===== src/inc/osw_pkg.sv =====
/*
  shared constants and types of the on/off switch controller.
  assumes a 125 MHz system clock.
*/
package osw_pkg;
    localparam int CLK_HZ = 125000000;
    localparam int CLK_MHZ = 125;
    localparam int F_NOM_HZ = 66000;
    localparam int F_JIT_PP_HZ = 4000;
    localparam int F_MOD_HZ = 1000;
    localparam int F_SS1_HZ = 16500;
    localparam int F_SS2_HZ = 22000;
    localparam int F_SS3_HZ = 33000;
    localparam int PER_W = 14;
    localparam int PER_NOM = CLK_HZ / F_NOM_HZ;
    localparam int PER_SS1_DEF = CLK_HZ / F_SS1_HZ;
    localparam int PER_SS2_DEF = CLK_HZ / F_SS2_HZ;
    localparam int PER_SS3_DEF = CLK_HZ / F_SS3_HZ;
    localparam int JIT_SPAN = CLK_HZ / (F_NOM_HZ - F_JIT_PP_HZ / 2)
                              - CLK_HZ / (F_NOM_HZ + F_JIT_PP_HZ / 2);
    localparam int JIT_STEPS = F_NOM_HZ / (2 * F_MOD_HZ);
    localparam int JIT_STEP = JIT_SPAN / JIT_STEPS;
    localparam int MS_CYC_DEF = CLK_HZ / 1000;
    localparam int FAULT_DETECT_WINDOW_MS = 50;
    localparam int RESTART_OFF_TIME_FIRST_MS = 150;
    localparam int RESTART_OFF_TIME_LATER_MS = 1500;
    localparam int SS_CYCLES = 256;
    localparam int SS_STEP1 = 85;
    localparam int SS_STEP2 = 170;
    localparam int LINE_OV_CYCLES = 2;
    localparam int BPSD_TICKS = 3;
    localparam int LIMIT_BLANKING_TIME_NS = 200;
    localparam int LEB_CYC = (LIMIT_BLANKING_TIME_NS * CLK_MHZ + 999) / 1000;
    // flag positions in the synchronised input vector
    localparam int FL_TRIP = 0;
    localparam int FL_LINEOV = 1;
    localparam int FL_BPSD = 2;
    localparam int FL_UNDER = 3;
    localparam int FL_FULL = 4;
    localparam int FL_ILIM = 5;
    localparam int FL_CAP = 6;
    localparam int NFLAGS = 7;
    // register map
    localparam logic [11:0] REG_CTRL = 12'h000;
    localparam logic [11:0] REG_STATUS = 12'h004;
    localparam logic [11:0] REG_IRQ_STAT = 12'h008;
    localparam logic [11:0] REG_IRQ_MASK = 12'h00c;
    localparam int CTRL_SW_EN = 0;
    localparam int CTRL_JIT_EN = 1;
    localparam logic [1:0] CTRL_RESET = 2'h3;
    localparam int IRQ_LINEOV = 0;
    localparam int IRQ_BPSD = 1;
    localparam int IRQ_WINDOW = 2;
    localparam int IRQ_UVLO = 3;
    localparam int IRQ_W = 4;
    localparam logic [1:0] SS_STAGE1 = 2'h0;
    localparam logic [1:0] SS_STAGE2 = 2'h1;
    localparam logic [1:0] SS_STAGE3 = 2'h2;
    localparam logic [1:0] SS_NOMINAL = 2'h3;
    typedef logic [1:0] osw_stage_t;
    typedef enum logic [3:0] {
        ST_POWERUP = 4'h1,
        ST_SOFT = 4'h2,
        ST_RUN = 4'h4,
        ST_OFF = 4'h8
    } osw_state_e;
endpackage


===== src/inc/osw_core_if.sv =====
/*
  internal carrier between controller, oscillator and restart timer.
  assumes all three run on the same clock.
*/
`timescale 1ns/1ps
interface osw_core_if;
    import osw_pkg::*;
    logic cycleStart;
    logic maxDuty;
    logic jitterOn;
    osw_stage_t stage;
    logic msTick;
    logic offStart;
    logic offLong;
    logic offActive;
    modport osc (input stage, input jitterOn, output cycleStart, output maxDuty);
    modport tmr (input offStart, input offLong, output msTick, output offActive);
    modport ctl (output stage, output jitterOn, input cycleStart, input maxDuty,
                 output offStart, output offLong, input msTick, input offActive);
endinterface


===== src/hdl/osw_oscillator.sv =====
/*
  cycle oscillator: cycle-start pulse, max duty window, jitter sweep.
  assumes stage and jitterOn come from the controller on the same clock.
*/
`timescale 1ns/1ps
module osw_oscillator
    import osw_pkg::*;
#(
    parameter int PER_SS1 = PER_SS1_DEF,
    parameter int PER_SS2 = PER_SS2_DEF,
    parameter int PER_SS3 = PER_SS3_DEF
) (
    input logic clock,
    input logic rst,
    osw_core_if.osc o
);
    typedef struct packed {
        logic [PER_W-1:0] phase;
        logic [PER_W-1:0] period;
        logic [7:0] jitOff;
        logic [7:0] jitCnt;
        logic jitUp;
        logic cycleStart;
        logic maxDuty;
    } osw_osc_s;

    osw_osc_s q;
    osw_osc_s n;

    always_comb begin
        n = q;
        n.cycleStart = 1'b0;
        if (q.phase >= q.period - PER_W'(1)) begin
            n.phase = '0;
            n.cycleStart = 1'b1;
            // sweep a triangle once per modulation period; it starts downward from zero, so the 8-bit offset wraps below it
            if (o.jitterOn) begin
                n.jitOff = q.jitUp ? q.jitOff + 8'(JIT_STEP) : q.jitOff - 8'(JIT_STEP);
                n.jitCnt = q.jitCnt + 8'h01;
                if (q.jitCnt == 8'(JIT_STEPS - 1)) begin
                    n.jitCnt = 8'h00;
                    n.jitUp = ~q.jitUp;
                end
            end
            case (o.stage)
                SS_STAGE1: n.period = PER_W'(PER_SS1);
                SS_STAGE2: n.period = PER_W'(PER_SS2);
                SS_STAGE3: n.period = PER_W'(PER_SS3);
                default: n.period = PER_W'(PER_NOM - JIT_SPAN / 2) + PER_W'(n.jitOff);
            endcase
        end else begin
            n.phase = q.phase + PER_W'(1);
        end
        // duty window ends at three quarters of the period
        n.maxDuty = n.phase < (q.period - (q.period >> 2));
    end

    always_ff @(posedge clock) begin
        if (rst) begin
            q <= '0;
        end else begin
            q <= n;
        end
    end

    assign o.cycleStart = q.cycleStart;
    assign o.maxDuty = q.maxDuty;
endmodule


===== src/hdl/osw_restart_timer.sv =====
/*
  millisecond divider and auto-restart off-time counter.
  assumes offStart is a one-cycle pulse from the controller.
*/
`timescale 1ns/1ps
module osw_restart_timer
    import osw_pkg::*;
#(
    parameter int MS_CYC = MS_CYC_DEF
) (
    input logic clock,
    input logic rst,
    osw_core_if.tmr t
);
    typedef struct packed {
        logic [23:0] msCnt;
        logic msTick;
        logic [10:0] offCnt;
        logic offActive;
    } osw_tmr_s;

    osw_tmr_s q;
    osw_tmr_s n;

    always_comb begin
        n = q;
        n.msTick = 1'b0;
        if (q.msCnt == 24'(MS_CYC - 1)) begin
            n.msCnt = 24'h000000;
            n.msTick = 1'b1;
        end else begin
            n.msCnt = q.msCnt + 24'h000001;
        end
        if (t.offStart) begin
            n.offActive = 1'b1;
            n.offCnt = t.offLong ? 11'(RESTART_OFF_TIME_LATER_MS - 1)
                                 : 11'(RESTART_OFF_TIME_FIRST_MS - 1);
        end else if (q.offActive && q.msTick) begin
            if (q.offCnt == 11'h000) begin
                n.offActive = 1'b0;
            end else begin
                n.offCnt = q.offCnt - 11'h001;
            end
        end
    end

    always_ff @(posedge clock) begin
        if (rst) begin
            q <= '0;
        end else begin
            q <= n;
        end
    end

    assign t.msTick = q.msTick;
    assign t.offActive = q.offActive;
endmodule


===== src/hdl/osw_switch_controller.sv =====
/*
  on/off switch controller top: flag sync, per-cycle gate decision, soft-start,
  undervoltage lockout, fault paths into auto-restart, apb registers, interrupt.
  assumes comparator flags are asynchronous levels from the analogue front end
  and that reset is applied at power-up.
*/
// Implementation choices: the register addresses and the APB slave port.
`timescale 1ns/1ps
module osw_switch_controller
    import osw_pkg::*;
#(
    parameter int PER_SS1 = PER_SS1_DEF,
    parameter int PER_SS2 = PER_SS2_DEF,
    parameter int PER_SS3 = PER_SS3_DEF,
    parameter int MS_CYC = MS_CYC_DEF,
    parameter logic LARGE_VARIANT = 1'b1
) (
    input logic clock,
    input logic rst,
    input logic psel,
    input logic penable,
    input logic pwrite,
    input logic [11:0] paddr,
    input logic [31:0] pwdata,
    output logic [31:0] prdata,
    output logic pready,
    output logic pslverr,
    input logic regulationTripCurrent,
    input logic lineOvervoltageCurrent,
    input logic bypassShutdownCurrent,
    input logic bypassBelowHysteresis,
    input logic bypassAtSupplyLevel,
    input logic currentLimitFlag,
    input logic bypassCapLarge,
    output logic gateEnable,
    output logic maxDutySignal,
    output logic cycleStart,
    output logic regulatorOn,
    output logic reducedLimit,
    output logic irq
);
    typedef struct packed {
        logic [NFLAGS-1:0] sy1;
        logic [NFLAGS-1:0] sy2;
        osw_state_e state;
        logic gate;
        logic sampledOn;
        logic limited;
        logic [5:0] lebCnt;
        logic ovSeen;
        logic [1:0] ovCnt;
        logic [1:0] sdCnt;
        logic uvLock;
        logic [8:0] ssCnt;
        osw_stage_t stage;
        logic [5:0] faultCnt;
        logic everFault;
        logic modeDone;
        logic reducedLimit;
        logic [1:0] ctrl;
        logic [IRQ_W-1:0] irqStat;
        logic [IRQ_W-1:0] irqMask;
        logic apbAck;
        logic [31:0] prdata;
        logic pslverr;
        logic offStart;
        logic offLong;
    } osw_ctl_s;

    osw_ctl_s q;
    osw_ctl_s n;
    osw_core_if core ();

    osw_oscillator #(
        .PER_SS1(PER_SS1),
        .PER_SS2(PER_SS2),
        .PER_SS3(PER_SS3)
    ) uOsc (
        .clock(clock),
        .rst(rst),
        .o(core)
    );

    osw_restart_timer #(
        .MS_CYC(MS_CYC)
    ) uTmr (
        .clock(clock),
        .rst(rst),
        .t(core)
    );

    logic [NFLAGS-1:0] flags;
    logic block;
    logic enableNow;
    logic lineFault;
    logic sdFault;
    logic windowFault;
    logic apbWrite;
    logic [IRQ_W-1:0] irqSet;
    logic [IRQ_W-1:0] irqClr;
    osw_stage_t startStage;

    assign flags = q.sy2;
    // skipped cycles count as regulation for soft-start and the fault window
    assign enableNow = ~flags[FL_TRIP];
    assign startStage = LARGE_VARIANT ? SS_STAGE1 : SS_STAGE3;
    assign block = q.uvLock | core.offActive | (q.state != ST_SOFT && q.state != ST_RUN)
                   | ~q.ctrl[CTRL_SW_EN] | ~q.modeDone | q.offStart;
    assign apbWrite = psel & penable & q.apbAck & pwrite;

    always_comb begin
        n = q;
        n.sy1 = {bypassCapLarge, currentLimitFlag, bypassAtSupplyLevel,
                 bypassBelowHysteresis, bypassShutdownCurrent,
                 lineOvervoltageCurrent, regulationTripCurrent};
        n.sy2 = q.sy1;
        n.offStart = 1'b0;
        lineFault = 1'b0;
        sdFault = 1'b0;
        windowFault = 1'b0;
        irqSet = '0;
        irqClr = '0;

        // lockout below the low threshold, release only at full level
        if (flags[FL_UNDER]) begin
            n.uvLock = 1'b1;
            irqSet[IRQ_UVLO] = ~q.uvLock;
        end else if (flags[FL_FULL]) begin
            n.uvLock = 1'b0;
        end

        // capacitor size is judged once; later changes are ignored
        if (!q.modeDone && core.cycleStart) begin
            n.reducedLimit = flags[FL_CAP];
            n.modeDone = 1'b1;
        end

        // shutdown current must stay high across consecutive cycle starts
        if (!flags[FL_BPSD]) begin
            n.sdCnt = 2'h0;
        end else if (core.cycleStart) begin
            if (q.sdCnt == 2'(BPSD_TICKS - 1)) begin
                sdFault = 1'b1;
                n.sdCnt = 2'h0;
            end else begin
                n.sdCnt = q.sdCnt + 2'h1;
            end
        end

        if (core.cycleStart) begin
            // overvoltage must be seen in consecutive enabled cycles
            if (q.sampledOn && q.ovSeen) begin
                if (q.ovCnt == 2'(LINE_OV_CYCLES - 1)) begin
                    lineFault = 1'b1;
                    n.ovCnt = 2'h0;
                end else begin
                    n.ovCnt = q.ovCnt + 2'h1;
                end
            end else begin
                n.ovCnt = 2'h0;
            end
            n.sampledOn = enableNow & ~block;
            n.lebCnt = 6'h00;
            n.limited = 1'b0;
            n.ovSeen = 1'b0;
            if (q.state == ST_SOFT) begin
                n.ssCnt = q.ssCnt + 9'h001;
                if (LARGE_VARIANT && q.ssCnt == 9'(SS_STEP1)) begin
                    n.stage = SS_STAGE2;
                end else if (LARGE_VARIANT && q.ssCnt == 9'(SS_STEP2)) begin
                    n.stage = SS_STAGE3;
                end
                if (q.ssCnt == 9'(SS_CYCLES - 1) || !enableNow) begin
                    n.state = ST_RUN;
                    n.stage = SS_NOMINAL;
                end
            end
        end else begin
            n.ovSeen = q.ovSeen | (flags[FL_LINEOV] & q.gate);
            if (q.gate && q.lebCnt != 6'(LEB_CYC)) begin
                n.lebCnt = q.lebCnt + 6'h01;
            end
            if (q.gate && q.lebCnt == 6'(LEB_CYC) && flags[FL_ILIM]) begin
                n.limited = 1'b1;
            end
        end

        // fault window: any skipped cycle clears it
        if (!enableNow) begin
            n.faultCnt = 6'h00;
            n.everFault = q.state == ST_OFF ? q.everFault : 1'b0;
        end else if (core.msTick && (q.state == ST_SOFT || q.state == ST_RUN)) begin
            if (q.faultCnt == 6'(FAULT_DETECT_WINDOW_MS - 1)) begin
                windowFault = 1'b1;
                n.faultCnt = 6'h00;
            end else begin
                n.faultCnt = q.faultCnt + 6'h01;
            end
        end

        case (q.state)
            ST_POWERUP: begin
                if (q.modeDone && !q.uvLock) begin
                    n.state = ST_SOFT;
                    n.ssCnt = 9'h000;
                    n.stage = startStage;
                end
            end
            ST_SOFT, ST_RUN: begin
                if (lineFault || sdFault || windowFault) begin
                    n.state = ST_OFF;
                    n.offStart = 1'b1;
                    n.offLong = q.everFault;
                    n.everFault = 1'b1;
                    n.sampledOn = 1'b0;
                    n.faultCnt = 6'h00;
                    n.ovCnt = 2'h0;
                    n.stage = SS_NOMINAL;
                end
            end
            ST_OFF: begin
                // the timer raises its busy flag one cycle after the start pulse
                if (!q.offStart && !core.offActive) begin
                    n.state = ST_SOFT;
                    n.ssCnt = 9'h000;
                    n.stage = startStage;
                end
            end
            default: begin
                n.state = ST_POWERUP;
            end
        endcase
        irqSet[IRQ_LINEOV] = lineFault;
        irqSet[IRQ_BPSD] = sdFault;
        irqSet[IRQ_WINDOW] = windowFault;

        // gate holds the sampled decision; only the current limit, a fault or blocking terms may end it early
        n.gate = n.sampledOn & core.maxDuty & ~n.limited & ~block;

        // apb: first access cycle loads read data, second completes
        n.apbAck = 1'b0;
        if (psel && penable && !q.apbAck) begin
            n.apbAck = 1'b1;
            n.pslverr = 1'b0;
            n.prdata = 32'h00000000;
            if (paddr == REG_CTRL) begin
                n.prdata = 32'(q.ctrl);
            end else if (paddr == REG_STATUS) begin
                n.prdata = 32'({q.stage, q.reducedLimit, q.state == ST_SOFT,
                                core.offActive, q.uvLock, q.gate});
            end else if (paddr == REG_IRQ_STAT) begin
                n.prdata = 32'(q.irqStat);
            end else if (paddr == REG_IRQ_MASK) begin
                n.prdata = 32'(q.irqMask);
            end else begin
                n.pslverr = 1'b1;
            end
        end
        if (apbWrite) begin
            if (paddr == REG_CTRL) begin
                n.ctrl = pwdata[1:0];
            end else if (paddr == REG_IRQ_STAT) begin
                irqClr = pwdata[IRQ_W-1:0];
            end else if (paddr == REG_IRQ_MASK) begin
                n.irqMask = pwdata[IRQ_W-1:0];
            end
        end
        // a new event beats a simultaneous clear
        n.irqStat = (q.irqStat & ~irqClr) | irqSet;
    end

    always_ff @(posedge clock) begin
        if (rst) begin
            q <= '0;
            q.state <= ST_POWERUP;
            q.uvLock <= 1'b1;
            q.stage <= SS_NOMINAL;
            q.ctrl <= CTRL_RESET;
        end else begin
            q <= n;
        end
    end

    assign core.stage = q.stage;
    assign core.jitterOn = q.ctrl[CTRL_JIT_EN] & (q.stage == SS_NOMINAL);
    assign core.offStart = q.offStart;
    assign core.offLong = q.offLong;

    assign gateEnable = q.gate;
    // charging from the drain only while the switch is open
    assign regulatorOn = ~q.gate;
    assign maxDutySignal = core.maxDuty;
    assign cycleStart = core.cycleStart;
    assign reducedLimit = q.reducedLimit;
    assign irq = |(q.irqStat & q.irqMask);
    assign prdata = q.prdata;
    assign pslverr = q.pslverr & psel & penable & q.apbAck;
    assign pready = psel & penable & q.apbAck;
endmodule


===== config.mk =====
export PLATFORM = sky130hd
export DESIGN_NAME = osw_switch_controller
export DESIGN_NICKNAME = d
export VERILOG_FILES = /design/src/inc/osw_pkg.sv /design/src/inc/osw_core_if.sv /design/src/hdl/osw_oscillator.sv /design/src/hdl/osw_restart_timer.sv /design/src/hdl/osw_switch_controller.sv
export SDC_FILE = /design/constraint.sdc
export NUM_CORES = 1
export LEC_CHECK = 0
export ABC_CLOCK_PERIOD_IN_PS = 4730
export BUFFER_PORTS_ARGS = -buffer_cell sky130_fd_sc_hd__buf_2
export CAP_MARGIN = 20
export CORE_UTILIZATION = 45
export DETAILED_ROUTE_END_ITERATION = 16
export GPL_TIMING_DRIVEN = 0
export SLEW_MARGIN = 25
export SYNTH_ARGS = -nofsm -noshare
export SYNTH_HDL_FRONTEND = slang
export SYNTH_SLANG_ARGS = --single-unit

===== constraint.sdc =====
create_clock -name clock -period 4.73 [get_ports clock]
set_clock_uncertainty 0.1 [all_clocks]
set_input_delay 0.946 -clock clock [delete_from_list [all_inputs] [get_ports clock]]
set_output_delay 0.946 -clock clock [all_outputs]
set_load 0.03 [all_outputs]

==> results.ini <==
[run_status]
outcome = completed

[yosys]
syn_inst = 1062
synth_common_cells = dfxtp_1 (157), nor2_1 (145), nand2_1 (71)
synth_cell_types = 76
synth_area_mm2 = 0.008979
yosysMostFrequentCell = dfxtp_1
synth.top_cell.area_share_pct = 35.01
ys_seq_area_share_pct = 35.01
synth_ff_type = dfxtp_1
yosysWarnings = 0
ys_async_sr_fraction_pct = 0
ys_ff_latch = 157
synth_area_leaders = dfxtp_1 (35%), ha_1 (8.9%), nor2_1 (6.1%), xor2_1 (4.3%), xnor2_1 (4.2%)
yosysTopAreaCell = dfxtp_1
synth.avg_cell_area_um2 = 8.454
synth_edf_count = 0

[pwr]
power_frac_seq_pct = 46.2
internal_power_mw = 2.151
ir_worst_vdd_mv = 0.2313
leakagePower_nw = 4.224
p_switching_uw = 755.0
power_frac_comb_pct = 5.0
p_per_area_mw_per_mm2 = 280.4
power.share.clock_pct = 48.8
swShare_pct = 25.98

[placed_design]
hpwl_mm = 15.49
port-buffer-count = 40
dpl_worst_slack_ns = -0.9526
gp_congestion = 0.8578

[global_route]
gr-total-overflow = 0
gr-usage-all-layers_pct = 21.00
grt_pass1_wl_mm = 33.81
grt_antenna_before_repair = 0
grt_max_degree = 19
grt_pass1_vias = 6799

[worst_hold_path]
holdCritPathClass = register to register
min_path_cells = 1
holdPathEnd = q[66]
min_from = flags[4]

[timing]
setup_ws_ns = 0.2084
fin_crit_ns = 4.522
max-slew-margin-rel_pct = 50.50
period_share_pct = 95.59
hold_viol = 0
tns_ns = 0
timing.fmax_mhz = 221.2
max_slew.worst_pin.slew_ns = 0.7381
drv_slew = 0
setup_violations = 0

[worst_setup_path]
worst_r2r_startpoint = uOsc.q[22]
cp_max_fo = 10
reg2reg_depth = 20
endpoint_kind = register
critPathKind = register to register
cp.required_ns = 4.93
reg2reg_to = uOsc.o.maxDuty
rrSetupSlack_ns = 0.21
critPathArrivalTime_ns = 4.72
startpoint_type = register
crit_start = uOsc.q[22]

[clock_tree]
cts_tree = yes
clkSinkCount = 157
cts-htree-levels = 4
clockBufferDepth = 2
clk_pin_slew_ns = 0.07
cts_buffers = 17
root_buffer = clkbuf_16
cts_hold_buf = 0
insertion_delay_ns = 0.43

[drt]
routed_wl_mm = 21.05
wl_per_cell_um = 14.76
drtIter0Drc = 376
drcViolationCount = 0
viasPerCell = 5.227
firstDrtPassIters = 5
postRouteAntennaNets = 0
vias = 7454

[floorplanning]
ios = 96
die_area_mm2 = 0.02052
die_h_um = 143.3
coreArea_mm2 = 0.01953
initial_core_util_pct = 45.98
rows = 51
die_width_um = 143.3

[finish]
diodes = 0
syn2layout_area_growth_pct = 15.43
drive_gt1_share_pct = 13.95
nets = 1270

[run]
drv_cap = 0

how the worst max path moves through the flow:
stage                     endpoint  depth (start not counted)  slack (ns)
floorplan           uOsc.o.maxDuty                         20        0.53
global placement    uOsc.o.maxDuty                         20       -1.19
global route        uOsc.o.maxDuty                         20       -0.04
finish              uOsc.o.maxDuty                         20        0.21
detailed placement  uOsc.o.maxDuty                         20       -0.95
CTS                 uOsc.o.maxDuty                         16        0.01
final cells by class:
class | instances | area [um2]
tap | 265 | 331.6
fill | 1890 | 9163
timing repair buffer | 43 | 222.7
sequential | 157 | 3149
clock buffer | 17 | 425.4
buffer | 68 | 420.4
multi-input combinational | 809 | 5426
clock inverter | 15 | 192.7
inverter | 52 | 195.2
power groups by stage:
stage | combinational [mW] | sequential, mW | clock, mW
final | 0.144 | 1.34 | 1.42
after global routing | 0.158 | 1.34 | 1.50
after CTS | 0.145 | 1.34 | 1.45
after detailed placement | 0.141 | 1.37 | 0
after global placement | 0.140 | 1.37 | 0
after floorplan | 0.0998 | 1.37 | 0
stage by stage:
stage	util, %	cells	hold WS (ns)	total power [mW]	cell area (um2)
after floorplan	-	1086	0.2882	1.472	9069
after global placement	49.17	1391	0.2924	1.513	9600
after detailed placement	49.17	1391	0.2984	1.514	9602
after CTS	52.65	1424	0.3096	2.935	10280
after global routing	53.08	1426	0.3217	2.999	10360
final	53.08	1426	0.3049	2.906	10360
registers in the layout, summed over array words and instances, names as in the netlist, 2 cells and up:
signal and count:
prdata 7, core.stage 2, n 7, uTmr.q 35, flags 7, uOsc.q 44, q 47
critical path, stage by stage, from the launching register on:
cell and delay (ns):
dfxtp_2 0.37, nor4_4 0.35, nand2_2 0.14, nor3_2 0.20, xnor2_1 0.17, ha_1 0.28
a22o_1 0.24, nor4_4 0.30, inv_1 0.12, o22ai_4 0.26, nor2_4 0.14, buf_6 0.17
nor2_2 0.10, ha_1 0.25, a21o_1 0.17, a21o_1 0.18, a21oi_1 0.15, nor2b_1 0.07
o21ai_1 0.15, a21oi_2 0.09, a2111oi_4 0.42
layer usage:
layer | up-vias | wire length (um) | GRT usage [%]
li1 | 3832 | - | -
met1 | 3443 | 10460 | 28.67
met2 | 154 | 9510 | 33.99
met3 | 25 | 780 | 3.353
met4 | 0 | 304 | 6.103
met5 | - | 0 | 0
placed cells by master, fill, tap and decap left out, types with 5 or more instances in the layout:
master	count
buf_4	36
xnor2_1	43
nor3_1	28
nand3_1	30
and3_1	19
mux2i_1	16
o21a_1	10
clkbuf_16	17
a211oi_1	23
a31oi_1	5
nor2b_1	23
xor2_1	44
buf_2	45
nand2b_1	16
o21ai_0	28
dfxtp_2	5
dfxtp_1	152
nand4_1	16
and2_1	7
nor4_1	12
o21bai_1	6
and4_1	6
nand2_1	70
ha_1	63
or2_2	6
conb_1	25
inv_1	52
a21o_1	9
or3_1	12
nor2_1	144
a21oi_1	54
clkbuf_1	23
inv_6	5
nor4b_1	7
kinds of logic (layout without fill, tap and decap cells):
| group | after synthesis | after routing | share of synthesized area, % |
|---|---|---|---|
| muxes | 21 | 21 | 2.662 |
| DFF | 157 | 157 | 35.01 |
| AOI/OAI and AO/OA | 185 | 185 | 13.89 |
| adders and majority gates | 66 | 66 | 9.365 |
| xor gates and xnor gates | 87 | 87 | 8.487 |
| and+or+nand+nor | 425 | 425 | 23.77 |
| other | 1 | 25 | 0.04177 |
| buffers and inverters | 120 | 195 | 6.773 |
timing repair:
action	CTS	global route
gates resized for setup	7	23
setup buffers	1	2
endpoints found under the setup margin	1	1
pin swaps	0	8
Note: power is estimated with default switching activity, not from simulation.
